--- src/uepc_pkg.sv ---
// Operation
// - Hardware clears transmit enable after one packet sent or IN answered by STALL.
// - Halt bit stalls IN when transmit enabled, OUT when receive enabled.
// - SETUP tokens are never stalled by the halt bit.
// - Isochronous endpoint never answers NAK when enabled but not ready.
// - Enabled endpoint matches token endpoint number and function address.
// - Disabled endpoint ignores every token and gives no response.
// - Endpoint number is a four-bit read/write field, bits 3:0, reset zero.
// - Receive data port returns FIFO payload bytes only, in bits 7:0.
// - Receive data port is writable in test mode, read-only otherwise.
// - Receive error flag, bit 7, sets on media error of a packet.
// - Control packet flag, bit 6, sets on setup packet, read clears it.
// - Non-isochronous receive toggle bit 5 shows last good data PID.
// - Isochronous receive toggle captures frame number LSB on good packet.
// - Reading receive status resets the receive toggle bit to zero.
// - Receive acked flag, bit 4, sets after ACK sent, read clears it.
// - Receive byte count, bits 3:0, shows FIFO fill, saturating at 15.
package uepc_pkg;

    // Printed offsets are register indices; byte address is four times each
    localparam logic [31:0] IDX_TXC1 = 32'h50001856;
    localparam logic [31:0] IDX_EPC2 = 32'h50001858;
    localparam logic [31:0] IDX_RXD1 = 32'h5000185a;
    localparam logic [31:0] IDX_RXS1 = 32'h5000185c;
    localparam logic [31:0] IDX_TSTC = 32'h50001870;
    localparam int          ADDR_W   = 12;

    function automatic logic [ADDR_W-1:0] uepc_byte_addr(
        input logic [31:0] idx);
        return {idx[ADDR_W-3:0], 2'b00};
    endfunction

    localparam logic [ADDR_W-1:0] ADR_TXC1 = uepc_byte_addr(IDX_TXC1);
    localparam logic [ADDR_W-1:0] ADR_EPC2 = uepc_byte_addr(IDX_EPC2);
    localparam logic [ADDR_W-1:0] ADR_RXD1 = uepc_byte_addr(IDX_RXD1);
    localparam logic [ADDR_W-1:0] ADR_RXS1 = uepc_byte_addr(IDX_RXS1);
    localparam logic [ADDR_W-1:0] ADR_TSTC = uepc_byte_addr(IDX_TSTC);

    // Field positions
    localparam int BIT_TX_EN   = 0;
    localparam int BIT_STALL   = 7;
    localparam int BIT_ISO     = 5;
    localparam int BIT_EP_EN   = 4;
    localparam int BIT_RX_ERR  = 7;
    localparam int BIT_SETUP   = 6;
    localparam int BIT_TOGGLE  = 5;
    localparam int BIT_RX_LAST = 4;
    localparam int BIT_TEST    = 0;
    localparam int EPNUM_W     = 4;
    localparam int COUNT_W     = 4;
    localparam int BYTE_W      = 8;
    localparam int FADDR_W     = 7;

    localparam logic [COUNT_W-1:0] COUNT_MAX = 4'hf;
    localparam logic [EPNUM_W-1:0] EPNUM_RST = 4'h0;
    localparam logic               FLAG_RST  = 1'b0;
    localparam int                 FIFO_DEPTH = 64;

    typedef enum logic [1:0] {
        TOK_OUT,
        TOK_IN,
        TOK_SETUP
    } uepc_pid_type;

    typedef enum logic [2:0] {
        RESP_NONE,
        RESP_NAK,
        RESP_STALL,
        RESP_DATA,
        RESP_ACCEPT
    } uepc_resp_type;

    typedef enum logic {
        TXS_IDLE,
        TXS_SEND
    } uepc_txst_type;

    typedef struct packed {
        logic               valid;
        uepc_pid_type       pid;
        logic [FADDR_W-1:0] addr;
        logic [EPNUM_W-1:0] ep;
    } uepc_token_type;

    typedef struct packed {
        logic done;
        logic ok;
        logic media_err;
        logic setup;
        logic data1;
    } uepc_pkt_type;

    typedef struct packed {
        logic              psel;
        logic              penable;
        logic              pwrite;
        logic [ADDR_W-1:0] paddr;
        logic [31:0]       pwdata;
    } uepc_apb_req_type;

endpackage

--- src/uepc_rx_fifo.sv ---
`timescale 1ns/1ns
`default_nettype none
module uepc_rx_fifo #(
    parameter int WIDTH = 8,
    parameter int DEPTH = 64,
    parameter int AW    = $clog2(DEPTH),
    parameter int CW    = $clog2(DEPTH + 1)
) (
    // Clock and reset
    input  wire logic             clk,
    input  wire logic             rst,
    // Flush
    input  wire logic             flush,
    // Fill side
    input  wire logic             push_valid,
    input  wire logic [WIDTH-1:0] push_data,
    output logic                  push_ready,
    // Drain side
    input  wire logic             pop_ready,
    output logic                  pop_valid,
    output logic      [WIDTH-1:0] pop_data,
    output logic      [CW-1:0]    count
);
    typedef struct packed {
        logic [DEPTH-1:0][WIDTH-1:0] mem;
        logic [AW-1:0]               wp;
        logic [AW-1:0]               rp;
        logic [CW-1:0]               cnt;
    } uepc_fifo_st_type;

    localparam logic [CW-1:0] CNT_FULL = CW'(DEPTH);
    localparam logic [AW-1:0] PTR_LAST = AW'(DEPTH - 1);

    uepc_fifo_st_type st_r;
    uepc_fifo_st_type st_nxt;
    logic             do_push;
    logic             do_pop;

    assign push_ready = (st_r.cnt != CNT_FULL);
    assign pop_valid  = (st_r.cnt != '0);
    assign pop_data   = st_r.mem[st_r.rp];
    assign count      = st_r.cnt;
    assign do_push    = push_valid && push_ready;
    assign do_pop     = pop_ready && pop_valid;

    always_comb begin
        st_nxt = st_r;
        if (do_push) begin
            st_nxt.mem[st_r.wp] = push_data;
            st_nxt.wp = (st_r.wp == PTR_LAST) ? '0 : st_r.wp + 1'b1;
        end
        if (do_pop) begin
            st_nxt.rp = (st_r.rp == PTR_LAST) ? '0 : st_r.rp + 1'b1;
        end
        case ({do_push, do_pop})
            2'b10:   st_nxt.cnt = st_r.cnt + 1'b1;
            2'b01:   st_nxt.cnt = st_r.cnt - 1'b1;
            default: st_nxt.cnt = st_r.cnt;
        endcase
        // Flush drops everything, including a same-cycle push
        if (flush) begin
            st_nxt.wp  = '0;
            st_nxt.rp  = '0;
            st_nxt.cnt = '0;
        end
    end

    always_ff @(posedge clk) begin
        if (rst) begin
            st_r <= '0;
        end else begin
            st_r <= st_nxt;
        end
    end
endmodule
`default_nettype wire

--- src/uepc_top.sv ---
// The APB register port was left to the implementer.
`timescale 1ns/1ns
`default_nettype none
module uepc_top
    import uepc_pkg::*;
#(
    parameter int DEPTH = uepc_pkg::FIFO_DEPTH
) (
    // Clock and reset
    input  wire logic                        CLK,
    input  wire logic                        RST,
    // APB slave
    input  wire uepc_pkg::uepc_apb_req_type  APB_REQ,
    output logic                             PREADY,
    output logic                             PSLVERR,
    output logic [31:0]                      PRDATA,
    // Context from neighbouring registers and frame counter
    input  wire logic [uepc_pkg::FADDR_W-1:0] FUNC_ADDR,
    input  wire logic                        RX_ENABLE,
    input  wire logic                        RX_FLUSH,
    input  wire logic                        FRAME_LSB,
    // Token from serial engine and handshake decision
    input  wire uepc_pkg::uepc_token_type    TOKEN,
    output logic                             RESP_VALID,
    output uepc_pkg::uepc_resp_type          RESP,
    // Transmit progress from serial engine
    input  wire logic                        TX_DONE,
    output logic                             TX_ENABLED,
    // Receive payload bytes and packet status from serial engine
    input  wire logic                        RX_BYTE_VALID,
    input  wire logic [uepc_pkg::BYTE_W-1:0] RX_BYTE,
    output logic                             RX_BYTE_READY,
    input  wire uepc_pkg::uepc_pkt_type      RX_PKT,
    input  wire logic                        ACK_SENT
);
    import uepc_pkg::*;

    localparam int CW = $clog2(DEPTH + 1);

    typedef struct packed {
        logic               tx_en;
        uepc_txst_type      txst;
        logic               stall;
        logic               iso;
        logic               ep_en;
        logic [EPNUM_W-1:0] ep_num;
        logic               test_mode;
        logic               rx_err;
        logic               setup;
        logic               toggle;
        logic               rx_last;
        logic [31:0]        rdata;
        logic               resp_valid;
        uepc_resp_type      resp;
    } uepc_state_type;

    uepc_state_type      st_r;
    uepc_state_type      st_nxt;
    logic                setup_ph;
    logic                access_ph;
    logic                wr_acc;
    logic                rd_acc;
    logic                unmapped;
    logic                test_push;
    logic                fifo_push;
    logic [BYTE_W-1:0]   fifo_din;
    logic                fifo_ready;
    logic                fifo_pop;
    logic                fifo_valid;
    logic [BYTE_W-1:0]   fifo_head;
    logic [CW-1:0]       fifo_cnt;
    logic [COUNT_W-1:0]  rcount;
    logic                tok_hit;
    logic                pkt_good;

    function automatic logic addr_is(input logic [ADDR_W-1:0] a,
                                     input logic [ADDR_W-1:0] r);
        return a == r;
    endfunction

    // Bus phases; access completes with no wait state
    assign setup_ph  = APB_REQ.psel && !APB_REQ.penable;
    assign access_ph = APB_REQ.psel && APB_REQ.penable;
    assign wr_acc    = access_ph && APB_REQ.pwrite;
    assign rd_acc    = access_ph && !APB_REQ.pwrite;
    assign unmapped  = !(addr_is(APB_REQ.paddr, ADR_TXC1) ||
                         addr_is(APB_REQ.paddr, ADR_EPC2) ||
                         addr_is(APB_REQ.paddr, ADR_RXD1) ||
                         addr_is(APB_REQ.paddr, ADR_RXS1) ||
                         addr_is(APB_REQ.paddr, ADR_TSTC));
    assign PREADY    = access_ph;
    // data port write only in test mode
    assign PSLVERR   = access_ph && (unmapped ||
                       (APB_REQ.pwrite && !st_r.test_mode &&
                        addr_is(APB_REQ.paddr, ADR_RXD1)));
    assign PRDATA    = st_r.rdata;

    // test mode write pushes the FIFO, engine stalls that cycle
    assign test_push = wr_acc && st_r.test_mode &&
                       addr_is(APB_REQ.paddr, ADR_RXD1);
    assign fifo_push = test_push || RX_BYTE_VALID;
    assign fifo_din  = test_push ? APB_REQ.pwdata[BYTE_W-1:0] : RX_BYTE;
    assign RX_BYTE_READY = fifo_ready && !test_push;
    // a data port read consumes the head byte
    assign fifo_pop  = rd_acc && addr_is(APB_REQ.paddr, ADR_RXD1);

    uepc_rx_fifo #(
        .WIDTH (BYTE_W),
        .DEPTH (DEPTH)
    ) u_rx_fifo (
        .clk        (CLK),
        .rst        (RST),
        .flush      (RX_FLUSH),
        .push_valid (fifo_push),
        .push_data  (fifo_din),
        .push_ready (fifo_ready),
        .pop_ready  (fifo_pop),
        .pop_valid  (fifo_valid),
        .pop_data   (fifo_head),
        .count      (fifo_cnt)
    );

    assign rcount = (fifo_cnt > CW'(COUNT_MAX)) ? COUNT_MAX
                                                : fifo_cnt[COUNT_W-1:0];

    // token matches endpoint number and function address
    assign tok_hit  = TOKEN.valid && st_r.ep_en &&
                      (TOKEN.addr == FUNC_ADDR) &&
                      (TOKEN.ep == st_r.ep_num);
    assign pkt_good = RX_PKT.done && RX_PKT.ok;

    assign RESP_VALID = st_r.resp_valid;
    assign RESP       = st_r.resp;
    assign TX_ENABLED = st_r.tx_en;

    always_comb begin
        st_nxt = st_r;
        st_nxt.resp_valid = 1'b0;
        st_nxt.resp = RESP_NONE;

        // Read data is captured in setup so the access edge can clear
        // flags without losing what was returned
        if (setup_ph && !APB_REQ.pwrite) begin
            st_nxt.rdata = '0;
            if (addr_is(APB_REQ.paddr, ADR_TXC1)) begin
                st_nxt.rdata[BIT_TX_EN] = st_r.tx_en;
            end
            if (addr_is(APB_REQ.paddr, ADR_EPC2)) begin
                st_nxt.rdata[BIT_STALL] = st_r.stall;
                st_nxt.rdata[BIT_ISO] = st_r.iso;
                st_nxt.rdata[BIT_EP_EN] = st_r.ep_en;
                st_nxt.rdata[EPNUM_W-1:0] = st_r.ep_num;
            end
            // payload byte in low bits, upper bits zero
            if (addr_is(APB_REQ.paddr, ADR_RXD1)) begin
                st_nxt.rdata[BYTE_W-1:0] = fifo_valid ? fifo_head : '0;
            end
            if (addr_is(APB_REQ.paddr, ADR_RXS1)) begin
                st_nxt.rdata[BIT_RX_ERR] = st_r.rx_err;
                st_nxt.rdata[BIT_SETUP] = st_r.setup;
                st_nxt.rdata[BIT_TOGGLE] = st_r.toggle;
                st_nxt.rdata[BIT_RX_LAST] = st_r.rx_last;
                st_nxt.rdata[COUNT_W-1:0] = rcount;
            end
            if (addr_is(APB_REQ.paddr, ADR_TSTC)) begin
                st_nxt.rdata[BIT_TEST] = st_r.test_mode;
            end
        end

        // status read clears only after the value was returned
        if (rd_acc && addr_is(APB_REQ.paddr, ADR_RXS1)) begin
            st_nxt.setup = st_r.setup & ~st_r.rdata[BIT_SETUP];
            st_nxt.rx_last = st_r.rx_last & ~st_r.rdata[BIT_RX_LAST];
            st_nxt.toggle = 1'b0;
            // Error flag stays until firmware has flushed
            if (RX_FLUSH) begin
                st_nxt.rx_err = 1'b0;
            end
        end else if (RX_FLUSH) begin
            st_nxt.rx_err = 1'b0;
        end

        // Writes of control registers
        if (wr_acc && addr_is(APB_REQ.paddr, ADR_EPC2)) begin
            st_nxt.stall = APB_REQ.pwdata[BIT_STALL];
            st_nxt.iso = APB_REQ.pwdata[BIT_ISO];
            st_nxt.ep_en = APB_REQ.pwdata[BIT_EP_EN];
            st_nxt.ep_num = APB_REQ.pwdata[EPNUM_W-1:0];
        end
        if (wr_acc && addr_is(APB_REQ.paddr, ADR_TSTC)) begin
            st_nxt.test_mode = APB_REQ.pwdata[BIT_TEST];
        end

        // Transmit side: packet completion ends the send phase
        case (st_r.txst)
            TXS_IDLE: begin
                st_nxt.txst = TXS_IDLE;
            end
            TXS_SEND: begin
                if (TX_DONE) begin
                    st_nxt.txst = TXS_IDLE;
                    // one packet sent clears transmit enable
                    st_nxt.tx_en = 1'b0;
                end
            end
            default: begin
                st_nxt.txst = TXS_IDLE;
            end
        endcase

        // Handshake decision for a matching token
        if (tok_hit) begin
            st_nxt.resp_valid = 1'b1;
            case (TOKEN.pid)
                TOK_IN: begin
                    // halt stalls IN when transmit enabled
                    if (st_r.stall && st_r.tx_en) begin
                        st_nxt.resp = RESP_STALL;
                        // STALL on IN clears transmit enable
                        st_nxt.tx_en = 1'b0;
                    // data only goes out while enabled
                    end else if (st_r.tx_en && st_r.txst == TXS_IDLE) begin
                        st_nxt.resp = RESP_DATA;
                        st_nxt.txst = TXS_SEND;
                    end else if (st_r.iso) begin
                        st_nxt.resp = RESP_NONE;
                    end else begin
                        st_nxt.resp = RESP_NAK;
                    end
                end
                TOK_OUT: begin
                    // halt stalls OUT when receive enabled
                    if (st_r.stall && RX_ENABLE) begin
                        st_nxt.resp = RESP_STALL;
                    end else if (RX_ENABLE && fifo_ready) begin
                        st_nxt.resp = RESP_ACCEPT;
                    end else if (st_r.iso) begin
                        st_nxt.resp = RESP_NONE;
                    end else begin
                        st_nxt.resp = RESP_NAK;
                    end
                end
                TOK_SETUP: begin
                    st_nxt.resp = fifo_ready ? RESP_ACCEPT : RESP_NONE;
                end
                default: begin
                    st_nxt.resp = RESP_NONE;
                end
            endcase
        end

        // Software sets transmit enable; a write wins over a clear
        if (wr_acc && addr_is(APB_REQ.paddr, ADR_TXC1)) begin
            st_nxt.tx_en = APB_REQ.pwdata[BIT_TX_EN];
        end

        // Packet events win over same-cycle read clears
        // media error sets error flag
        if (RX_PKT.done && RX_PKT.media_err) begin
            st_nxt.rx_err = 1'b1;
        end
        if (pkt_good) begin
            if (RX_PKT.setup) begin
                st_nxt.setup = 1'b1;
            end
            // isochronous toggle takes frame number LSB
            st_nxt.toggle = st_r.iso ? FRAME_LSB : RX_PKT.data1;
        end
        if (ACK_SENT) begin
            st_nxt.rx_last = 1'b1;
        end
    end

    always_ff @(posedge CLK) begin
        if (RST) begin
            st_r <= '{tx_en: FLAG_RST, txst: TXS_IDLE, stall: FLAG_RST,
                      iso: FLAG_RST, ep_en: FLAG_RST, ep_num: EPNUM_RST,
                      test_mode: FLAG_RST, rx_err: FLAG_RST,
                      setup: FLAG_RST, toggle: FLAG_RST,
                      rx_last: FLAG_RST, rdata: '0,
                      resp_valid: FLAG_RST, resp: RESP_NONE};
        end else begin
            st_r <= st_nxt;
        end
    end
endmodule
`default_nettype wire
--- config.mk ---
export PLATFORM = sky130hd
export DESIGN_NAME = uepc_top
export DESIGN_NICKNAME = d
export VERILOG_FILES = /design/src/uepc_pkg.sv /design/src/uepc_rx_fifo.sv /design/src/uepc_top.sv
export SDC_FILE = /design/constraint.sdc
export NUM_CORES = 1
export LEC_CHECK = 0
export BUFFER_PORTS_ARGS = -buffer_cell sky130_fd_sc_hd__clkbuf_2
export CAP_MARGIN = 20
export CORE_MARGIN = 2
export CORE_UTILIZATION = 33
export DETAILED_ROUTE_END_ITERATION = 8
export GPL_TIMING_DRIVEN = 0
export PLACE_DENSITY = 0.47
export SYNTH_ARGS = -nofsm -noshare
export SYNTH_HDL_FRONTEND = slang
export SYNTH_SLANG_ARGS = --single-unit
--- constraint.sdc ---
create_clock -name CLK -period 4.5 [get_ports CLK]
set_clock_uncertainty 0.05 [all_clocks]
set_input_delay 0.225 -clock CLK [delete_from_list [all_inputs] [get_ports CLK]]
set_output_delay 0.225 -clock CLK [all_outputs]
set_load 0.1 [all_outputs]
==> run summary, run 1 <==
number of synthesized flops with an enable pin: 0
combinational power share: 5.9%
Clk Latency, worst-skew pair: 0.63 ns
Required @ worst endpoint: 4.89 ns
crit path kind: register to register
post-layout util: 39.6%
die area: 79500 um2
Crit. End Element: register
HPWL after DPL: 79100 um
most frequent cell after synthesis: dfxtp_1
via count: 22400
FFs w/ async S/R, synth: 0%
Max Used Layer: met4
io pins: 129
# setup viols final: 0
Placer Congestion: 0.956
setup repair after global routing missed its margin: no
Reg power frac: 44.2%
initial antenna violation count: 0
port bufs: 79
first-pass GRT wire length: 153000 um
Setup crit start kind: register
Fmax: 227 MHz
layout cells sized above 1: 16.6%
drt drc: 0
P_int: 8.45 mW
drt wl/cell: 27.0 um
Mapped Cells: 2670
core area: 76200 um2
Sw Ratio: 24.7%
sequential cell area fraction in the yosys report: 43.7%
CTS tree: done
Post-synth top cells: 557 x dfxtp_1, 544 x nor2_1, 498 x a211oi_1
vias per inst: 5.64
Critical Path Fanout Max: 10
design area: 30200 um2
area fraction of the dominant cell type after synthesis: 43.7%
status: completed
Max-Cap Viols: 0
worst-margin pin slew: 1.18 ns
Static Leakage: 9.63 nW
Final #Nets: 2981
CTS Buf Count: 67
Clk pwr share: 49.9%
Area after DPL: 27600 um2
met3 wire length: 7630 um
Unique masters post-synth: 66
Reg clk slew, reported paths: 0.06 ns
routed length on met2: 47400 um
Root Buffer: clkbuf_16
Post-Syn Area per Cell: 9.55 um2
Hold Crit Class: input port to register
Period minus WS final: 4.41 ns
Data arrival, critical path: 4.80 ns
Initial DRC Count: 2243
Yosys top cell by area: dfxtp_1
peak supply drop: 0.251 mV
# H-tree levels: 3
Pre-Repair DR Iteration Count: 5
Max Transition Viols Final: 0
final wirelength: 107000 um
area growth from synthesis to layout: 18.3%
clk sinks: 557
largest cells by area after synthesis: dfxtp_1 44%, a211oi_1 15%, nor2_1 8.0%
number of synthesized register bits: 557
fin crit share: 98.1%
die height: 282 um
Final ANT Viol Nets: 0
site row count: 101
synth warn: 0
number of global-route vias before repair: 21300
Reg2Reg Setup Slack: 0.09 ns
Clock Tree Buf Depth: 3
total track usage: 26.7%
main flop type after synthesis: dfxtp_1
P per Cell Area: 372 nW/um2
die width: 282 um
total congestion overflow: 0
Fin. Hold Viols: 0
Initial Util: 33.5%
Max-slew headroom: 21.2%
largest net degree at the start of global routing: 14
met1 WL: 47800 um
Net Sw Power: 2.77 mW
Synth Cell Area: 25500 um2
## power by group through the flow
stage          Combinational, mW  Clock, mW  Sequential, mW
5_1_grt                    0.684       5.88            4.96
2_1_floorplan              0.373          0            5.06
4_1_cts                    0.650       5.67            4.96
6_report                   0.663       5.60            4.96
3_3_place_gp               0.618          0            5.07
3_5_place_dp               0.635          0            5.07
## cell families (layout without fill, tap and decap cells)
| logic type | count (synthesis) | count (layout) | share of synthesized area, % |
|---|---|---|---|
| buffers and inverters | 307 | 553 | 6.04 |
| flip-flops | 557 | 557 | 43.7 |
| AO/OA/AOI/OAI | 694 | 694 | 20.0 |
| adder cells (fa/ha/maj) | 5 | 5 | 0.245 |
| AND/OR/NAND/NOR | 853 | 853 | 17.5 |
| multiplexers | 229 | 229 | 11.6 |
| XOR/XNOR | 24 | 24 | 0.824 |
| other | 1 | 25 | 0.0147 |
## area by class of cell
type                       count  area [um2]
fill                        7588       46000
multi-input combinational   1829       12900
sequential                   557       11200
clock buffer                 102        2000
buffer                       295        1500
tap                         1030        1290
timing repair buffer         125         986
clock inverter                19         254
inverter                      12        45.0
antenna                        1        2.50
## metrics by stage
stage | hold WS, ns | power, mW | instances | TNS, ns | setup WS [ns]
final | 0.0566 | 11.2 | 3970 | 0 | 0.0864
after global routing | 0.0622 | 11.5 | 3969 | 0 | 0.0333
after CTS | 0.0338 | 11.3 | 3963 | 0 | 0.130
after detailed placement | 0.395 | 5.70 | 3819 | -0.108 | -0.0956
after global placement | 0.388 | 5.68 | 3802 | -0.185 | -0.0872
after floorplan | 0.252 | 5.43 | 2693 | 0 | 0.616
## flip-flops by register name (all words and copies together) (netlist names)
register         cells
u_rx_fifo.st_r     524
st_r                13
PRDATA               8
u_rx_fifo.count      7
RESP                 3
RESP_VALID           1
TX_ENABLED           1
## layout by cell type (no fill, tap or decap), drive strengths merged, types with 8 or more instances in the layout
cell	count
a22oi	58
a211oi	503
conb	24
clkbuf	324
dfxtp	557
xor2	19
nand2	76
mux4	53
or3	9
buf	175
inv	12
a22o	16
a21oi	47
and3	8
mux2i	174
nor3	69
clkinv	14
nor2	544
o21ai	27
nand4	10
nand3	50
nand2b	28
dlygate4sd3	23
nor4	23
## worst paths after layout
kind | start | end | cells past startpoint
setup / recovery | u_rx_fifo.st_r[7] | PRDATA[0] | 10
hold / removal | APB_REQ[32] | TX_ENABLED | 5
setup reg to reg | u_rx_fifo.st_r[7] | PRDATA[0] | 10
hold reg to reg | u_rx_fifo.st_r[243] | u_rx_fifo.st_r[243] | 2
## worst max-delay path: stages (launching register included)
cell	delay, ns
dfxtp_1	0.32
clkbuf_1	0.12
buf_2	0.37
clkbuf_1	0.42
nor2_1	0.75
clkbuf_1	0.59
a22oi_1	0.21
nand2_1	0.12
a21oi_1	0.06
a2111oi_0	0.99
o22ai_1	0.21
## per-layer routing
metal  vias to the layer above  GRT usage [%]
li1                      10200              -
met1                     11100           37.0
met2                       881           40.8
met3                       213           5.05
met4                         0           10.7
met5                         -              0
## repair_timing
| action | CTS | global route |
|---|---|---|
| hold buffers | 23 | 0 |
| gates resized for setup | 0 | 3 |
| setup endpoints to repair | 0 | 2 |
| setup buffers | 0 | 1 |
| endpoints found under the hold margin | 19 | 0 |
Note: power is estimated with default switching activity, not from simulation.
==> run 2: changes to the inputs <==
--- a/config.mk
+++ b/config.mk
@@ -7,11 +7,13 @@
 export LEC_CHECK = 0
 export BUFFER_PORTS_ARGS = -buffer_cell sky130_fd_sc_hd__clkbuf_2
 export CAP_MARGIN = 20
+export CELL_PAD_IN_SITES_DETAIL_PLACEMENT = 1
+export CELL_PAD_IN_SITES_GLOBAL_PLACEMENT = 1
 export CORE_MARGIN = 2
 export CORE_UTILIZATION = 33
 export DETAILED_ROUTE_END_ITERATION = 8
 export GPL_TIMING_DRIVEN = 0
-export PLACE_DENSITY = 0.47
+export PLACE_DENSITY = 0.57
 export SYNTH_ARGS = -nofsm -noshare
 export SYNTH_HDL_FRONTEND = slang
 export SYNTH_SLANG_ARGS = --single-unit
==> run 2 against run 1 <==
Count of clock-buffer cells in the layout up 1. Via count grew 1.6%. Hold slack lost 0.017 ns. Cell count shrank 0.23%. Sequential cell count stayed put.
==> run summary, run 2 (synthesis gave the netlist of run 1 again) <==
Placer Congestion: 0.944
Reg clk slew, reported paths: 0.06 ns
Hold Crit Class: input port to register
CTS tree: done
worst-margin pin slew: 1.20 ns
via count: 22700
first-pass GRT wire length: 163000 um
end of the worst register-to-register path: PRDATA[0]
total congestion overflow: 0
Required @ worst endpoint: 4.90 ns
CTS Buf Count: 68
number of cells traversed by the worst hold path: 4
layout cells sized above 1: 16.5%
largest net degree at the start of global routing: 13
# H-tree levels: 3
met1 WL: 50100 um
Fin. Hold Viols: 0
number of global-route vias before repair: 22900
# setup viols final: 0
max reg flops: 524
core area: 76200 um2
routed length on met2: 53100 um
P per Cell Area: 372 nW/um2
most common cell after layout, fill and taps aside: dfxtp_1
R2R depth: 8
die height: 282 um
drt wl/cell: 28.8 um
setup repair after global routing missed its margin: no
Data arrival, critical path: 4.70 ns
Hold Startpoint: APB_REQ[39]
crit path kind: register to register
clk sinks: 557
Top reg by flops: u_rx_fifo.st_r
HPWL after DPL: 83700 um
most frequent cells in the layout: 557 x dfxtp_1, 544 x nor2_1, 498 x a211oi_1, 166 x mux2i_1, 156 x clkbuf_1
design area: 30000 um2
port bufs: 79
Final ANT Viol Nets: 0
Fmax: 233 MHz
Area after DPL: 27500 um2
Reg2Reg Setup Slack: 0.20 ns
area growth from synthesis to layout: 17.8%
worst r2r src: u_rx_fifo.st_r[7]
initial antenna violation count: 3
Max-slew headroom: 19.9%
Pre-Repair DR Iteration Count: 5
total track usage: 28.4%
Period minus WS final: 4.30 ns
met3 wire length: 6110 um
Static Leakage: 9.56 nW
Setup crit start kind: register
Final #Nets: 2975
vias per inst: 5.74
drt drc: 0
status: completed
final wirelength: 114000 um
Hold EP: TX_ENABLED
Max Transition Viols Final: 0
Root Buffer: clkbuf_16
Clk Latency, worst-skew pair: 0.63 ns
Initial DRC Count: 1615
site row count: 101
Max Used Layer: met4
fin crit share: 95.5%
Initial Util: 33.5%
die width: 282 um
peak supply drop: 0.209 mV
Critical Path Fanout Max: 10
die area: 79500 um2
post-layout util: 39.4%
Crit. End Element: register
io pins: 129
Clock Tree Buf Depth: 3
Max-Cap Viols: 0
run 2: cell types whose count changed in the layout (fill, tap and decap cells not counted), moves of 3 or more:
cell       before  now
clkbuf_1      161  156
bufinv_16       5    1
clkbuf_8       15   18
buf_8          14    9
mux2i_4         0    5
mux2i_2         8    3
run 2: cell type report:
cell class | instances | area (um2)
multi-input cells | 1829 | 13000
clock inverters | 16 | 138
clock buffers | 103 | 2080
plain buffers | 295 | 1500
well taps | 1030 | 1290
flip-flops and latches | 557 | 11200
fillers | 8695 | 46200
diodes | 1 | 2.50
inverters | 12 | 45.0
repair buffers | 118 | 853
run 2: metrics by stage:
step	setup TNS (ns)	total power, mW	hold slack [ns]	cells	setup WS [ns]
after detailed placement	-0.537	5.70	0.393	3814	-0.280
after CTS	0	11.2	0.0268	3957	0.0612
final	0	11.2	0.0399	3961	0.201
after floorplan	0	5.43	0.252	2693	0.616
after global placement	-30.82	5.69	0.387	3802	-0.265
after global routing	0	11.5	0.0737	3960	0.0984
run 2: metal layers:
layer,GRT usage [%],vias up
li1,-,10200
met1,37.2,11600
met2,46.2,695
met3,4.71,203
met4,12.1,0
met5,0,-
run 2: power by group:
part	internal (mW)	switching (mW)	total, mW
sequential	4.95	0.0125	4.96
clock	3.24	2.30	5.54
combinational	0.139	0.519	0.659
total	8.33	2.83	11.2
run 2: repair_timing:
action | CTS | global route
setup buffers | 0 | 1
endpoints found under the hold margin | 19 | 0
hold buffers | 24 | 0
endpoints found under the setup margin | 2 | 4
pin swaps | 0 | 1
resized for setup | 2 | 6
run 2: worst max-delay path by stage:
stage / startpoint / end / slack [ns] / depth (start not counted)
after floorplan: APB_REQ[42] / u_rx_fifo.count[4] / 0.62 / 14
after global placement: APB_REQ[42] / u_rx_fifo.st_r[336] / -0.27 / 8
after detailed placement: APB_REQ[42] / u_rx_fifo.count[4] / -0.28 / 15
after CTS: u_rx_fifo.count[2] / u_rx_fifo.count[4] / 0.06 / 14
after global routing: u_rx_fifo.count[2] / u_rx_fifo.count[4] / 0.1 / 14
final: u_rx_fifo.st_r[7] / PRDATA[0] / 0.20 / 8
run 2: worst max-delay path, cell delays in order, from the launching register on:
cell and delay [ns]:
dfxtp_1 0.33, clkbuf_1 0.15, buf_2 0.67, nor2b_1 0.49, clkbuf_1 0.61, clkbuf_1 0.55
a21oi_1 0.20, a2111oi_1 0.90, o22ai_1 0.18
==> run 3: changes to the inputs <==
--- a/config.mk
+++ b/config.mk
@@ -9,6 +9,7 @@
 export CAP_MARGIN = 20
 export CELL_PAD_IN_SITES_DETAIL_PLACEMENT = 1
 export CELL_PAD_IN_SITES_GLOBAL_PLACEMENT = 1
+export CORE_ASPECT_RATIO = 2
 export CORE_MARGIN = 2
 export CORE_UTILIZATION = 33
 export DETAILED_ROUTE_END_ITERATION = 8
==> run 3 against run 2 <==
Sequential power barely moved. Maximum frequency fell by 0.17%. First-iteration DRC count fell by 21%. Design area fell by 1.3%. Largest cell class unchanged. Critical endpoint is now PRDATA[1]. Via count fell by 0.44%. Clock power fell by 15%.
==> run summary, run 3 (synthesis gave the netlist of run 1 again) <==
HPWL after DPL: 95700 um
# setup viols final: 0
Fmax: 232 MHz
Initial Util: 33.2%
drt drc: 0
Clock Tree Buf Depth: 3
Data arrival, critical path: 4.73 ns
total track usage: 30.3%
# H-tree levels: 2
Max-slew headroom: 19.1%
total congestion overflow: 0
die height: 397 um
io pins: 129
P_int: 7.66 mW
total design power: 10.3 mW
crit path kind: register to register
Max Transition Viols Final: 0
die width: 201 um
Final ANT Viol Nets: 0
FILL cells: 8864
peak supply drop: 0.260 mV
layout cells sized above 1: 16.4%
Period minus WS final: 4.31 ns
Root Buffer: clkbuf_16
worst slack, placed: -0.540 ns
clk sinks: 557
Reg clk slew, reported paths: 0.07 ns
fin crit share: 95.7%
P per Cell Area: 349 nW/um2
Clk Latency, worst-skew pair: 0.63 ns
via count: 22600
Sw Ratio: 25.9%
Max-Cap Viols: 0
drt wl/cell: 31.2 um
vias per inst: 5.74
register area: 11200 um2
port bufs: 79
CTS tree: done
Crit. End Element: register
core area: 76800 um2
Required @ worst endpoint: 4.92 ns
Clk pwr share: 45.7%
Critical Path Fanout Max: 10
Top reg by flops: u_rx_fifo.st_r
site row count: 144
area of the multi-input gates: 12900 um2
area growth from synthesis to layout: 16.3%
worst-margin pin slew: 1.21 ns
setup repair after global routing missed its margin: no
CTS Buf Count: 52
die area: 79600 um2
first-pass GRT wire length: 173000 um
fin worst setup slack: 0.194 ns
setup TNS: 0 ns
status: completed
Initial DRC Count: 1274
combinational power share: 6.4%
most common cell after layout, fill and taps aside: dfxtp_1
initial antenna violation count: 7
most frequent cells in the layout: 557 x dfxtp_1, 544 x nor2_1, 498 x a211oi_1, 166 x mux2i_1, 152 x clkbuf_1
Reg power frac: 47.9%
Pre-Repair DR Iteration Count: 7
Placer Congestion: 0.942
largest net degree at the start of global routing: 15
Setup crit start kind: register
number of global-route vias before repair: 23700
Net Sw Power: 2.68 mW
final wirelength: 123000 um
Static Leakage: 9.40 nW
max reg flops: 524
Fin. Hold Viols: 0
Final #Nets: 2969
Hold Crit Class: input port to register
==> run 3: cell types whose count changed in the layout (fill, tap and decap cells not counted), moves of 4 or more <==
| cell | previous run | this run |
|---|---|---|
| mux2i_2 | 3 | 8 |
| mux2i_4 | 5 | 0 |
| buf_4 | 62 | 67 |
| buf_8 | 9 | 14 |
| clkbuf_16 | 71 | 53 |
| clkbuf_1 | 156 | 152 |
| clkbuf_8 | 18 | 11 |
==> run 3: worst max-delay path, cell delays in order, from the launching register on <==
cell and delay, ns:
dfxtp_1 0.35, clkbuf_1 0.15, buf_2 0.56, and2_1 0.22
clkbuf_1 0.44, clkbuf_1 0.77, buf_1 0.63, nand2_1 0.11
o2111ai_1 0.20, nand4_1 0.24, o21ai_0 0.30, a211oi_1 0.11
==> run 3: area by class of cell <==
| class | count | share of cell area (%) |
|---|---|---|
| sequential | 557 | 37.6 |
| tap | 1022 | 4.31 |
| inverter | 12 | 0.152 |
| multi-input combinational | 1829 | 43.6 |
| timing repair buffer | 128 | 3.33 |
| clock buffer | 75 | 5.12 |
| clock inverter | 21 | 0.747 |
| buffer | 295 | 5.06 |
| antenna | 2 | 0.0169 |
==> run 3: repair_timing <==
action,in CTS,in global routing
pin swaps,1,1
buffers inserted,2,4
hold buffers,22,0
cloned,0,0
setup endpoints to repair,2,8
gates resized for setup,3,7
endpoints found under the hold margin,19,0
==> run 3: path summary, 6_finish.rpt <==
kind / cells after the start / slack (ns) / startpoint / end
max: 11 / 0.19 / u_rx_fifo.st_r[7] / PRDATA[1]
min: 4 / 0.06 / RX_PKT[0] / st_r[37]
max reg2reg: 11 / 0.19 / u_rx_fifo.st_r[7] / PRDATA[1]
min reg2reg: 2 / 0.41 / u_rx_fifo.st_r[244] / u_rx_fifo.st_r[244]
==> run 3: per-layer routing <==
layer | track usage, % | part of all wire, %
met1 | 28.6 | 33
met2 | 57.3 | 53
met3 | 3.56 | 3.6
met4 | 26.9 | 11
met5 | 0 | 0.033
==> run 3: per-stage QoR <==
stage | util, % | instance area (um2) | cells | hold slack (ns)
2_1_floorplan | - | 25600 | 2693 | 0.252
3_3_place_gp | 35.5 | 27300 | 3794 | 0.391
3_5_place_dp | 35.9 | 27600 | 3814 | 0.402
4_1_cts | 38.5 | 29600 | 3934 | 0.0394
5_1_grt | 38.6 | 29600 | 3941 | 0.0622
6_report | 38.6 | 29600 | 3941 | 0.0648
==> run 3: power by group through the flow <==
stage | sequential (mW) | combinational (mW) | clock (mW)
finish | 4.96 | 0.663 | 4.73
global route | 4.95 | 0.686 | 4.95
CTS | 4.96 | 0.658 | 4.78
detailed placement | 5.07 | 0.641 | 0
global placement | 5.07 | 0.620 | 0
floorplan | 5.06 | 0.373 | 0
